**src/rtl/cbcis_pkg.sv**
```systemverilog
// Constants, types and register map of the bus control and interrupt sequencer
package cbcis_pkg;
   // Machine cycle timing
   localparam int CLK_PERIOD_NS    = 25;
   localparam int MACHINE_CYCLE_NS = 1000;
   localparam int CYCLE_CLKS       = (MACHINE_CYCLE_NS + CLK_PERIOD_NS - 1) / CLK_PERIOD_NS;
   localparam int CNT_W            = 6;
   localparam logic [CNT_W-1:0] CNT_LAST  = CNT_W'(CYCLE_CLKS - 1);
   localparam logic [CNT_W-1:0] CNT_PHI2  = CNT_W'(CYCLE_CLKS / 2);
   localparam logic [CNT_W-1:0] CNT_ZERO  = '0;

   // Vector locations, even address holds the high byte
   localparam logic [15:0] VEC_RESTART = 16'hfffe;
   localparam logic [15:0] VEC_NMI     = 16'hfffc;
   localparam logic [15:0] VEC_SWI     = 16'hfffa;
   localparam logic [15:0] VEC_IRQ     = 16'hfff8;
   localparam logic [15:0] VEC_LOW_BIT = 16'h0001;

   // Flags register layout
   localparam int          CCR_MASK_BIT = 4;
   localparam logic [7:0]  CCR_ONES     = 8'hc0;
   localparam logic [7:0]  CCR_RESET    = 8'hd0;

   // Stacking
   localparam logic [2:0]  STACK_LAST   = 3'h6;
   localparam logic [15:0] SP_STEP      = 16'h0001;

   // APB register byte offsets
   localparam logic [7:0] OFF_CMD    = 8'h00;
   localparam logic [7:0] OFF_PC     = 8'h04;
   localparam logic [7:0] OFF_SP     = 8'h08;
   localparam logic [7:0] OFF_IX     = 8'h0c;
   localparam logic [7:0] OFF_ACC    = 8'h10;
   localparam logic [7:0] OFF_CCR    = 8'h14;
   localparam logic [7:0] OFF_STATUS = 8'h18;

   // Command field of the command register
   localparam int         CMD_GO_BIT = 0;
   localparam logic [1:0] KIND_PLAIN = 2'h0;
   localparam logic [1:0] KIND_WAIT  = 2'h1;
   localparam logic [1:0] KIND_SWI   = 2'h2;

   localparam int SYNC_W = 13;

   typedef enum logic [2:0] {
      ST_RUN, ST_STACK, ST_VEC_HI, ST_VEC_LO, ST_WAIT, ST_HALT
   } cbcis_state_t;

   typedef struct packed {
      logic [15:0] addr;
      logic        addr_oe;
      logic        rw;
      logic        rw_oe;
      logic        address_valid;
      logic        bus_available;
      logic [7:0]  dout;
      logic        data_oe;
   } cbcis_bus_t;

   localparam cbcis_bus_t BUS_RESET = '{addr: 16'hffff, addr_oe: 1'b0, rw: 1'b1, rw_oe: 1'b0,
                                        address_valid: 1'b0, bus_available: 1'b0,
                                        dout: 8'h00, data_oe: 1'b0};
endpackage : cbcis_pkg

```
**src/rtl/cbcis_top.sv**
```systemverilog
// Bus control, halt, bus release and interrupt sequencer with APB register access
//
// The APB slave port and the address map were decided locally.

module cbcis_sync #(
   parameter int WIDTH = 1
) (
   input  wire logic             clk,
   input  wire logic             rst_n,
   input  wire logic [WIDTH-1:0] async_in,
   input  wire logic [WIDTH-1:0] reset_val,
   output logic      [WIDTH-1:0] sync_out
);
   logic [WIDTH-1:0] meta_q;

   // Reset every stage to all ones; reset_val is not used
   always_ff @(posedge clk or negedge rst_n) begin
      if (!rst_n) begin
         meta_q   <= '1;
         sync_out <= '1;
      end else begin
         meta_q   <= async_in;
         sync_out <= meta_q;
      end
   end
endmodule : cbcis_sync

module cbcis_top
   import cbcis_pkg::*;
(
   // Clock and reset
   input  wire logic        pclk,
   input  wire logic        presetn,
   // APB slave
   input  wire logic        psel,
   input  wire logic        penable,
   input  wire logic        pwrite,
   input  wire logic [7:0]  paddr,
   input  wire logic [31:0] pwdata,
   output logic      [31:0] prdata,
   output logic             pready,
   output logic             pslverr,
   // Control pins
   input  wire logic        halt_n,
   input  wire logic        irq_n,
   input  wire logic        nmi_n,
   input  wire logic        bus_float_control,
   input  wire logic        data_drive_enable,
   // Bus pins
   input  wire logic [7:0]  data_lines_in,
   output cbcis_bus_t       bus_q
);
   cbcis_state_t     state_q, state_d;
   logic [CNT_W-1:0] cnt_q;
   logic [2:0]       idx_q;
   logic [15:0]      vec_q, vec_d, pc_q, sp_q, ix_q;
   logic [7:0]       acc_a_q, acc_b_q, ccr_q;
   logic             nmi_pend_q, irq_lat_q, nmi_prev_q, go_q;
   logic [1:0]       kind_q;
   logic [SYNC_W-1:0] sync_s;
   cbcis_bus_t       bus_d;

   // Synchronised pins
   logic       halt_s, irq_s, nmi_s, float_s, dde_s;
   logic [7:0] din_s;

   cbcis_sync #(.WIDTH(SYNC_W)) u_sync (
      .clk       (pclk),
      .rst_n     (presetn),
      .async_in  ({halt_n, irq_n, nmi_n, bus_float_control, data_drive_enable, data_lines_in}),
      .reset_val ('1),
      .sync_out  (sync_s)
   );
   assign {halt_s, irq_s, nmi_s, float_s, dde_s, din_s} = sync_s;

   // Machine cycle divider; floating holds the count in phase one
   wire phi2_start = (cnt_q == CNT_PHI2);
   wire cycle_end  = (cnt_q == CNT_LAST);

   always_ff @(posedge pclk or negedge presetn) begin
      if (!presetn) cnt_q <= CNT_ZERO;
      else if (float_s) cnt_q <= CNT_ZERO;
      else if (cycle_end) cnt_q <= CNT_ZERO;
      else cnt_q <= cnt_q + CNT_W'(1);
   end

   // APB decode
   wire apb_acc   = psel & penable & ~pready;
   // Write lands on the edge where the master sees pready high
   wire apb_wr    = psel & penable & pready & pwrite;
   wire hit_cmd   = (paddr == OFF_CMD);
   wire hit_pc    = (paddr == OFF_PC);
   wire hit_sp    = (paddr == OFF_SP);
   wire hit_ix    = (paddr == OFF_IX);
   wire hit_acc   = (paddr == OFF_ACC);
   wire hit_ccr   = (paddr == OFF_CCR);
   wire hit_stat  = (paddr == OFF_STATUS);
   wire mapped    = hit_cmd | hit_pc | hit_sp | hit_ix | hit_acc | hit_ccr | hit_stat;
   wire [31:0] status_w = {25'h0, go_q, irq_lat_q, nmi_pend_q, 1'b0, state_q};
   wire [31:0] rd_mux =
      hit_pc   ? {16'h0, pc_q} :
      hit_sp   ? {16'h0, sp_q} :
      hit_ix   ? {16'h0, ix_q} :
      hit_acc  ? {16'h0, acc_b_q, acc_a_q} :
      hit_ccr  ? {24'h0, ccr_q | CCR_ONES} :
      hit_stat ? status_w : 32'h0;

   always_ff @(posedge pclk or negedge presetn) begin
      if (!presetn) begin
         pready  <= 1'b0;
         pslverr <= 1'b0;
         prdata  <= 32'h0;
      end else begin
         pready  <= apb_acc;
         pslverr <= apb_acc & ~mapped;
         prdata  <= (apb_acc & ~pwrite) ? rd_mux : 32'h0;
      end
   end

   // Interrupt sampling in phase two
   wire mask_set  = ccr_q[CCR_MASK_BIT];
   wire irq_take  = irq_lat_q & ~mask_set;
   wire nmi_fall  = phi2_start & nmi_prev_q & ~nmi_s;
   wire step      = cycle_end & ~float_s;
   wire go_step   = step & (state_q == ST_RUN) & halt_s & go_q;
   wire svc_nmi   = step & (state_d == ST_STACK) & (state_q != ST_STACK) & (vec_d == VEC_NMI);

   always_ff @(posedge pclk or negedge presetn) begin
      if (!presetn) begin
         nmi_prev_q <= 1'b1;
         nmi_pend_q <= 1'b0;
         irq_lat_q  <= 1'b0;
      end else begin
         if (phi2_start) nmi_prev_q <= nmi_s;
         // New edge beats the clear of the old one
         if (nmi_fall) nmi_pend_q <= 1'b1;
         else if (svc_nmi) nmi_pend_q <= 1'b0;
         // Level request; kept while halted so it is seen afterwards
         if (phi2_start && (!irq_s || halt_s)) irq_lat_q <= ~irq_s;
      end
   end

   // Sequencer next state
   always_comb begin
      state_d = state_q;
      vec_d   = vec_q;
      case (state_q)
         ST_RUN: begin
            if (!halt_s) state_d = ST_HALT;
            else if (go_q) begin
               if (kind_q == KIND_SWI) begin
                  state_d = ST_STACK;
                  vec_d   = VEC_SWI;
               end else if (nmi_pend_q) begin
                  state_d = ST_STACK;
                  vec_d   = VEC_NMI;
               end else if (irq_take) begin
                  state_d = ST_STACK;
                  vec_d   = VEC_IRQ;
               end else if (kind_q == KIND_WAIT) state_d = ST_WAIT;
            end
         end
         ST_WAIT: begin
            if (nmi_pend_q) begin
               state_d = ST_STACK;
               vec_d   = VEC_NMI;
            end else if (irq_take) begin
               state_d = ST_STACK;
               vec_d   = VEC_IRQ;
            end
         end
         ST_HALT:   if (halt_s) state_d = ST_RUN;
         ST_STACK:  if (idx_q == STACK_LAST) state_d = ST_VEC_HI;
         ST_VEC_HI: state_d = ST_VEC_LO;
         ST_VEC_LO: state_d = ST_RUN;
         default:   state_d = ST_RUN;
      endcase
   end

   // Sequencer state; restart vector fetch straight after reset
   always_ff @(posedge pclk or negedge presetn) begin
      if (!presetn) begin
         state_q <= ST_VEC_HI;
         vec_q   <= VEC_RESTART;
         idx_q   <= 3'h0;
      end else if (step) begin
         state_q <= state_d;
         vec_q   <= vec_d;
         idx_q   <= (state_q == ST_STACK) ? idx_q + 3'h1 : 3'h0;
      end
   end

   // Command pending from software marks instruction completion
   wire go_wr = apb_wr & hit_cmd & pwdata[CMD_GO_BIT];
   always_ff @(posedge pclk or negedge presetn) begin
      if (!presetn) begin
         go_q   <= 1'b0;
         kind_q <= KIND_PLAIN;
      end else if (go_wr) begin
         go_q   <= 1'b1;
         kind_q <= pwdata[2:1];
      end else if (go_step) go_q <= 1'b0;
   end

   // Programmer registers; sequencer updates take priority over software
   wire vec_hi_ld = step & (state_q == ST_VEC_HI);
   wire vec_lo_ld = step & (state_q == ST_VEC_LO);
   wire stack_wr  = step & (state_q == ST_STACK);
   wire stack_end = stack_wr & (idx_q == STACK_LAST);

   always_ff @(posedge pclk or negedge presetn) begin
      if (!presetn) begin
         pc_q    <= 16'h0000;
         sp_q    <= 16'h0000;
         ix_q    <= 16'h0000;
         acc_a_q <= 8'h00;
         acc_b_q <= 8'h00;
         ccr_q   <= CCR_RESET;
      end else begin
         if (vec_hi_ld) pc_q[15:8] <= din_s;
         else if (vec_lo_ld) pc_q[7:0] <= din_s;
         else if (apb_wr && hit_pc) pc_q <= pwdata[15:0];
         if (stack_wr) sp_q <= sp_q - SP_STEP;
         else if (apb_wr && hit_sp) sp_q <= pwdata[15:0];
         if (apb_wr && hit_ix) ix_q <= pwdata[15:0];
         if (apb_wr && hit_acc) begin
            acc_a_q <= pwdata[7:0];
            acc_b_q <= pwdata[15:8];
         end
         if (stack_end) ccr_q[CCR_MASK_BIT] <= 1'b1;
         else if (apb_wr && hit_ccr) ccr_q <= pwdata[7:0] | CCR_ONES;
      end
   end

   // Byte pushed in each stacking cycle
   logic [7:0] stack_byte;
   always_comb begin
      case (idx_q)
         3'h0:    stack_byte = pc_q[7:0];
         3'h1:    stack_byte = pc_q[15:8];
         3'h2:    stack_byte = ix_q[7:0];
         3'h3:    stack_byte = ix_q[15:8];
         3'h4:    stack_byte = acc_a_q;
         3'h5:    stack_byte = acc_b_q;
         default: stack_byte = ccr_q | CCR_ONES;
      endcase
   end

   // Pin drive per state
   wire stopped = (state_q == ST_HALT) | (state_q == ST_WAIT);
   wire vec_cyc = (state_q == ST_VEC_HI) | (state_q == ST_VEC_LO);
   wire wr_cyc  = (state_q == ST_STACK);
   wire [15:0] vec_addr = (state_q == ST_VEC_LO) ? (vec_q | VEC_LOW_BIT) : vec_q;

   always_comb begin
      bus_d               = BUS_RESET;
      bus_d.addr          = wr_cyc ? sp_q : (vec_cyc ? vec_addr : pc_q);
      bus_d.addr_oe       = ~stopped & ~float_s;
      bus_d.rw            = ~wr_cyc;
      bus_d.rw_oe         = ~stopped & ~float_s;
      bus_d.address_valid = (wr_cyc | vec_cyc) & ~float_s;
      bus_d.bus_available = stopped & ~float_s;
      bus_d.dout          = stack_byte;
      // Drivers off in reads whatever the enable pin says
      bus_d.data_oe       = dde_s & wr_cyc & ~stopped;
   end

   always_ff @(posedge pclk or negedge presetn) begin
      if (!presetn) bus_q <= BUS_RESET;
      else bus_q <= bus_d;
   end
endmodule : cbcis_top

```
**config.mk**
```make
export PLATFORM = sky130hd
export DESIGN_NAME = cbcis_top
export DESIGN_NICKNAME = d
export VERILOG_FILES = /design/src/rtl/cbcis_pkg.sv /design/src/rtl/cbcis_top.sv
export SDC_FILE = /design/constraint.sdc
export NUM_CORES = 1
export LEC_CHECK = 0
export ABC_AREA = 1
export BUFFER_PORTS_ARGS = -buffer_cell sky130_fd_sc_hd__buf_2
export CORE_UTILIZATION = 29
export DETAILED_ROUTE_END_ITERATION = 10
export MAX_ROUTING_LAYER = met4
export PLACE_DENSITY = 0.57
export SYNTH_ARGS = -nofsm -noshare
export SYNTH_HDL_FRONTEND = slang
export SYNTH_SLANG_ARGS = --single-unit
export TNS_END_PERCENT = 50
```
**constraint.sdc**
```tcl
create_clock -name pclk -period 3.1 [get_ports pclk]
set_clock_uncertainty 0.2 [all_clocks]
set_input_delay 0.31 -clock pclk [delete_from_list [all_inputs] [get_ports pclk]]
set_output_delay 0.31 -clock pclk [all_outputs]
set_load 0.005 [all_outputs]
```
# Word-level counts from Yosys, hierarchy flattened
# Cells that the tools add are included.
[word_totals]
register_bits = 177
in_bits = 58
output_inout_bits = 64
elab_cells = 167
[classes]
n_addsub = 3
eq_ne = 25
mux = 43
bitwise = 47
n_reduce_logical = 20
[ops]
columns = ["operator", "count"]
rows = [
  ["$mux 16", 15],
  ["$pmux 8 s6", 1],
  ["$mux 3", 11],
  ["$mux 8", 4],
  ["$pmux 16 s2", 1],
  ["$and 1x1->1", 27],
  ["$eq 8x5->1 const B", 3],
  ["$eq 16x16->1 const B", 1],
  ["$eq 8x4->1 const B", 2],
  ["$sub 16x1->16 const B", 1],
  ["$eq 3x3->1 const B", 5],
  ["$pmux 3 s5", 1],
  ["$eq 3x2->1 const B", 4],
  ["$mux 6", 2],
  ["$reduce_bool 2->1", 6],
  ["$not 1->1", 11],
  ["$eq 3x1->1 const B", 3],
  ["$or 1x1->1", 9],
  ["$eq 8x3->1 const B", 1],
  ["$logic_not 8->1", 1],
  ["$mux 7", 1],
  ["$add 6x1->6 const B", 1],
  ["$eq 6x5->1 const B", 1],
  ["$eq 6x6->1 const B", 1],
  ["12 further kinds", 25],
]

# Longest topological paths before layout
[logic_depth]
depth_word = 14
mapped_depth = 13
mapped_depth_nobuf = 12

# Modules after synthesis
# Synthesis repeated with hierarchy kept, for this count alone.
[unflattened]
cells_unflattened = 982
area_unflattened_um2 = 8428.1
[by_module_without_submodules]
columns = ["mod", "instances", "cells_per_inst", "area_per_inst_um2", "seq_area_each_um2"]
rows = [
  ["cbcis_top", 1, 956, 7744.9, 3822.4],
  ["cbcis_sync", 1, 26, 683.2, 683.2],
]

# Least setup slack after synthesis
# No wires, ideal clock.
[synth_path]
path_type = "flip-flop to flip-flop"
start = "reg idx_q[2]"
end = "reg bus_q[3] in the netlist's numbering"
setup_time_ns = 0.140
arrival_time_ns = 1.903
required_ns = 2.760
slack_ns = 0.857
stages_incl_launch_ff = 10
path_buffers = 3
period_less_slack_ns = 2.243
path_cell_list = "dfrtp_1 -> inv_1 -> clkbuf_1 -> ha_1 -> clkbuf_1 -> nor2_1 -> and3_1 -> clkbuf_1 -> a221oi_1 -> nand4_1"
[synth_lines]
columns = ["element", "line_no", "text"]
rows = [
  ["start: declaration", "cbcis_top.sv:55", "logic [2:0] idx_q;"],
  ["start signal: assignment", "cbcis_top.sv:189", "idx_q <= (state_q == ST_STACK) ? idx_q + 3'h1 : 3'h0;"],
  ["end signal: assignment", "cbcis_top.sv:270", "else bus_q <= bus_d;"],
  ["end: declaration", "cbcis_top.sv:51", "output cbcis_bus_t bus_q"],
]

# Final worst setup path
[layout_path]
start = "in penable"
end = "reg prdata[7]"
[layout_via]
elab_chain_cells = 4
[layout_lines]
columns = ["element", "line_no", "text"]
rows = [
  ["start: declaration", "cbcis_top.sv:36", "input wire logic penable,"],
  ["$and 1x1->1 (2 in a row)", "cbcis_top.sv:88", "wire apb_acc = psel & penable & ~pready;"],
  ["net apb_acc", "cbcis_top.sv:88", ""],
  ["$and 1x1->1", "cbcis_top.sv:116", "prdata <= (apb_acc & ~pwrite) ? rd_mux : 32'h0;"],
  ["$mux 16", "cbcis_top.sv:116", ""],
  ["end signal: assignment", "cbcis_top.sv:116", ""],
  ["end: declaration", "cbcis_top.sv:40", "output logic [31:0] prdata,"],
]
# The timed path passes the listed nets, and every way through them passes these cells.
# A chain may end at the register's enable or synchronous reset.

==> impl_summary.txt <==
----------------------------------------------------
[Run status]
  Outcome ... finished, final reports clean

[Worst hold path]
  Class of the tightest hold or removal check ... input pin to flop
  Hold-critical path depth ... 3

[STA]
  Worst slew margin relative to its limit ... 45.7%
  Hold slack final ... between 15 and 20 ps
  Actual slew at the worst max-slew pin ... a little over 800 ps
  Slew Viols, Final ... 0
  RSZ-0062 raised after global routing ... false
  Setup ws final ... between 400 and 500 ps
  Final period util ... 84.8%
  Final period demand of the worst path ... 2630 ps
  Maximum operating frequency ... roughly 380 MHz
  Final Hold Fails ... 0
  Final-layout setup total negative slack ... 0 ps
  Setup violation total in the final timing report ... 0

[Synthesis]
  Flops & latches, synth ... roughly 180
  Most frequent cells after synthesis ... 217 x nand2_1, 116 x dfrtp_1, 111 x inv_1
  Seq/Total Area, Yosys ... between 50% and 60%
  Share of synthesized registers carrying an async set or reset ... 100%
  Number of cells produced by synthesis ... roughly 970
  Number of distinct standard cells referenced by the synthesized netlist ... 50
  Dominant cell by count in the synthesized netlist ... nand2_1
  Top flip-flop cell by instance count after synthesis ... dfrtp_1
  Area share of the largest cell type after synthesis ... between 30% and 40%
  Synth Area per Inst ... 8.79 um^2
  Leading cell types by total area after synthesis ... dfrtp_1 34%, dfstp_2 19%, nand2_1 9.6%
  Combined area of all synthesized cells ... 8510 um^2
  Post-synth top area cell ... dfrtp_1
  Synthesis warning total ... 0
  Number of flops mapped to enable cells by yosys ... 0

[Layout]
  Final core area utilization ... about 35%
  Fraction of layout cells with a size suffix above 1 ... 22.7%
  Count of fill cells added during filler insertion ... ~2,900
  Area grow syn2layout ... 19.6%
  NumNets Final ... about 1,200
  Number of diodes added for antenna fixing ... 0
  Area of all placed cells without fillers ... between 10,000 and 15,000 um^2

[Worst setup path]
  Type of the worst setup path ... input pin to flop
  Path length in cells of the critical path ... 11
  Crit path launch type ... input pin
  Data arrival time of the critical path ... around 2800 ps
  FF-to-FF path depth ... 6
  Category of the worst setup path capture point ... flop
  Highest net fanout along the worst path ... 9
  Critical path's slowest cell ... dlygate4sd3_1
  Delay of the slowest cell on the worst path ... ~550 ps
  Req. time, crit path ... between 3000 and 4000 ps
  Largest delay share family, worst path ... buffers and inverters
  CP Buf/Inv Count ... 6
  Critical-path cell list ... dlygate4sd3_1, buf_2, nand2_1, dlygate4sd3_1, nor2_1, inv_1, nor2_1, clkinv_1, a21oi_1, o211ai_1, inv_1

[CTS]
  Number of buffers on the longest clock path ... 2
  H-tree level count ... 4
  Total clock buffers created by CTS ... 17
  Post-CTS resize count ... 0
  Clock-pin slew on the worst setup and hold paths ... 70 ps
  Total setup buffers inserted after CTS ... 0
  Post-CTS Hold Buffers ... 26
  Root buffer selected by CTS ... clkbuf_16
  TritonCTS clock tree ... yes
  Latest clock arrival within the worst-skew pair ... 440 ps
  CTS sink cnt ... 177

[Floorplan]
  Num ports ... 122
  Die boundary width ... around 170 um
  Vert. Die Dim ... around 170 um
  Number of core rows ... between 60 and 70
  Core outline area ... between 20,000 and 30,000 um^2
  Die area ... about 30,000 um^2
  Starting utilization of the core area ... between 20% and 30%

[Routing]
  Remaining routing DRC violations ... 0
  Average wire per standard cell ... roughly 17 um
  Number of vias per cell after detailed routing ... 4.81
  Via Count ... a little over 7,000
  Total detailed-routing wirelength ... about 26,000 um
  Number of nets still failing antenna checks after routing ... 0
  Initial DRC Count ... approximately 700
  Pre-antenna DRT Iters ... 5

[Placed design]
  Placement Setup Slack ... 815 ps
  Global placement routability congestion ... about 0.94
  Placed Instance Area ... 9340 um^2
  HPWL after detailed placement ... 19,100 um
  Buffers added on ports ... 89

[Power]
  Leak Pwr ... approximately 4.8 nW
  Ratio of total power to cell area ... roughly 460 nW/um^2
  Peak ir drop on the vdd network ... around 0.00036 V

[GRT]
  Pin count of the biggest net entering global routing ... between 60 and 70
  Antenna violations before repair ... 0
  Global route total overflow ... 0
  GRT Overall Usage ... 18.3%
  Number of global-route vias before repair ... around 6,900
  First-pass GRT wire length ... ~40,000 um

[Job]
  Count of maximum capacitance violations ... 0

----------------------------------------------------
==> where the power goes <==
| part | switching [mW] | internal [mW] | leakage, nW |
|---|---|---|---|
| Sequential | 0.0216 | 2.36 | 2.16 |
| Combinational | 0.137 | 0.0720 | 2.33 |
| Clock | 0.972 | 1.16 | 0.288 |
| Total | 1.13 | 3.59 | 4.78 |
==> final timing paths <==
kind,end,slack [ps],from
min in group asynchronous,pslverr,230,presetn
setup reg to reg,bus_q[18],810,state_q[1]
hold reg to reg,u_sync.sync_out[2],160,u_sync.meta_q[2]
hold / removal,sp_q[7],20,pwdata[7]
setup / recovery,prdata[7],470,penable
max in group asynchronous,u_sync.meta_q[7],1650,presetn
==> layout make-up <==
type | count | area [um^2] | area share [%]
repair buffers | 129 | 842 | 8.27
flip-flops and latches | 177 | 4510 | 44.2
clock buffers | 22 | 497 | 4.88
clock inverters | 10 | 90.1 | 0.885
inverters | 123 | 474 | 4.66
multi-input cells | 637 | 3290 | 32.3
well taps | 384 | 480 | 4.72
==> flip-flops by register name, indices dropped and copies added (netlist names), 2 cells and up <==
register,flops
state_q,3
u_sync.sync_out,13
acc_a_q,8
ccr_q,6
vec_q,16
u_sync.meta_q,13
idx_q,3
cnt_q,6
bus_q,29
ix_q,16
prdata,16
kind_q,2
pc_q,16
acc_b_q,8
sp_q,16
==> worst register-to-register path, delay by kind of cell (launching register included) <==
kind                   cells  cell delay, ps
buffers and inverters      2             530
AOI/OAI and AO/OA          3             680
DFF                        1             590
and+or+nand+nor            1             200
==> routing by layer <==
metal / wire [um] / global-route usage (%) / vias to the layer above / part of all wire [%]
li1: - / - / 3393 / -
met1: 12000 / 25.0 / 3422 / 47
met2: 11600 / 27.6 / 270 / 45
met3: 1440 / 2.63 / 41 / 5.6
met4: 662 / 6.45 / 0 / 2.6
met5: 0 / - / - / 0
==> cells in the final DEF, fill, tap and decap left out, drive strengths merged, types with 9 or more instances in the layout <==
| cell | count |
|---|---|
| buf | 103 |
| o211ai | 17 |
| nor3 | 11 |
| nor2 | 66 |
| dlygate4sd3 | 26 |
| dfrtp | 116 |
| clkinv | 9 |
| o21ai | 107 |
| nand3 | 61 |
| dfstp | 61 |
| conb | 16 |
| clkbuf | 22 |
| a21oi | 65 |
| inv | 124 |
| nand2 | 230 |
| nand4 | 11 |
==> cell families (layout without fill, tap and decap cells) <==
logic type	Yosys count	after routing	share of synthesized area [%]
buffers and inverters	170	284	9.07
DFF	177	177	52.9
and+or+nand+nor	387	387	21.1
adders and majority gates	8	8	1.18
xor gates and xnor gates	7	7	0.720
other	1	16	0.0440
AOI/OAI and AO/OA	219	219	15.0
==> metrics by stage <==
step,power [mW],std cells
6_report,4.72,1482
2_1_floorplan,2.49,984
5_1_grt,4.89,1482
3_5_place_dp,2.61,1424
4_1_cts,4.78,1482
3_3_place_gp,2.60,1424
Power figures use the tool's default switching activity.
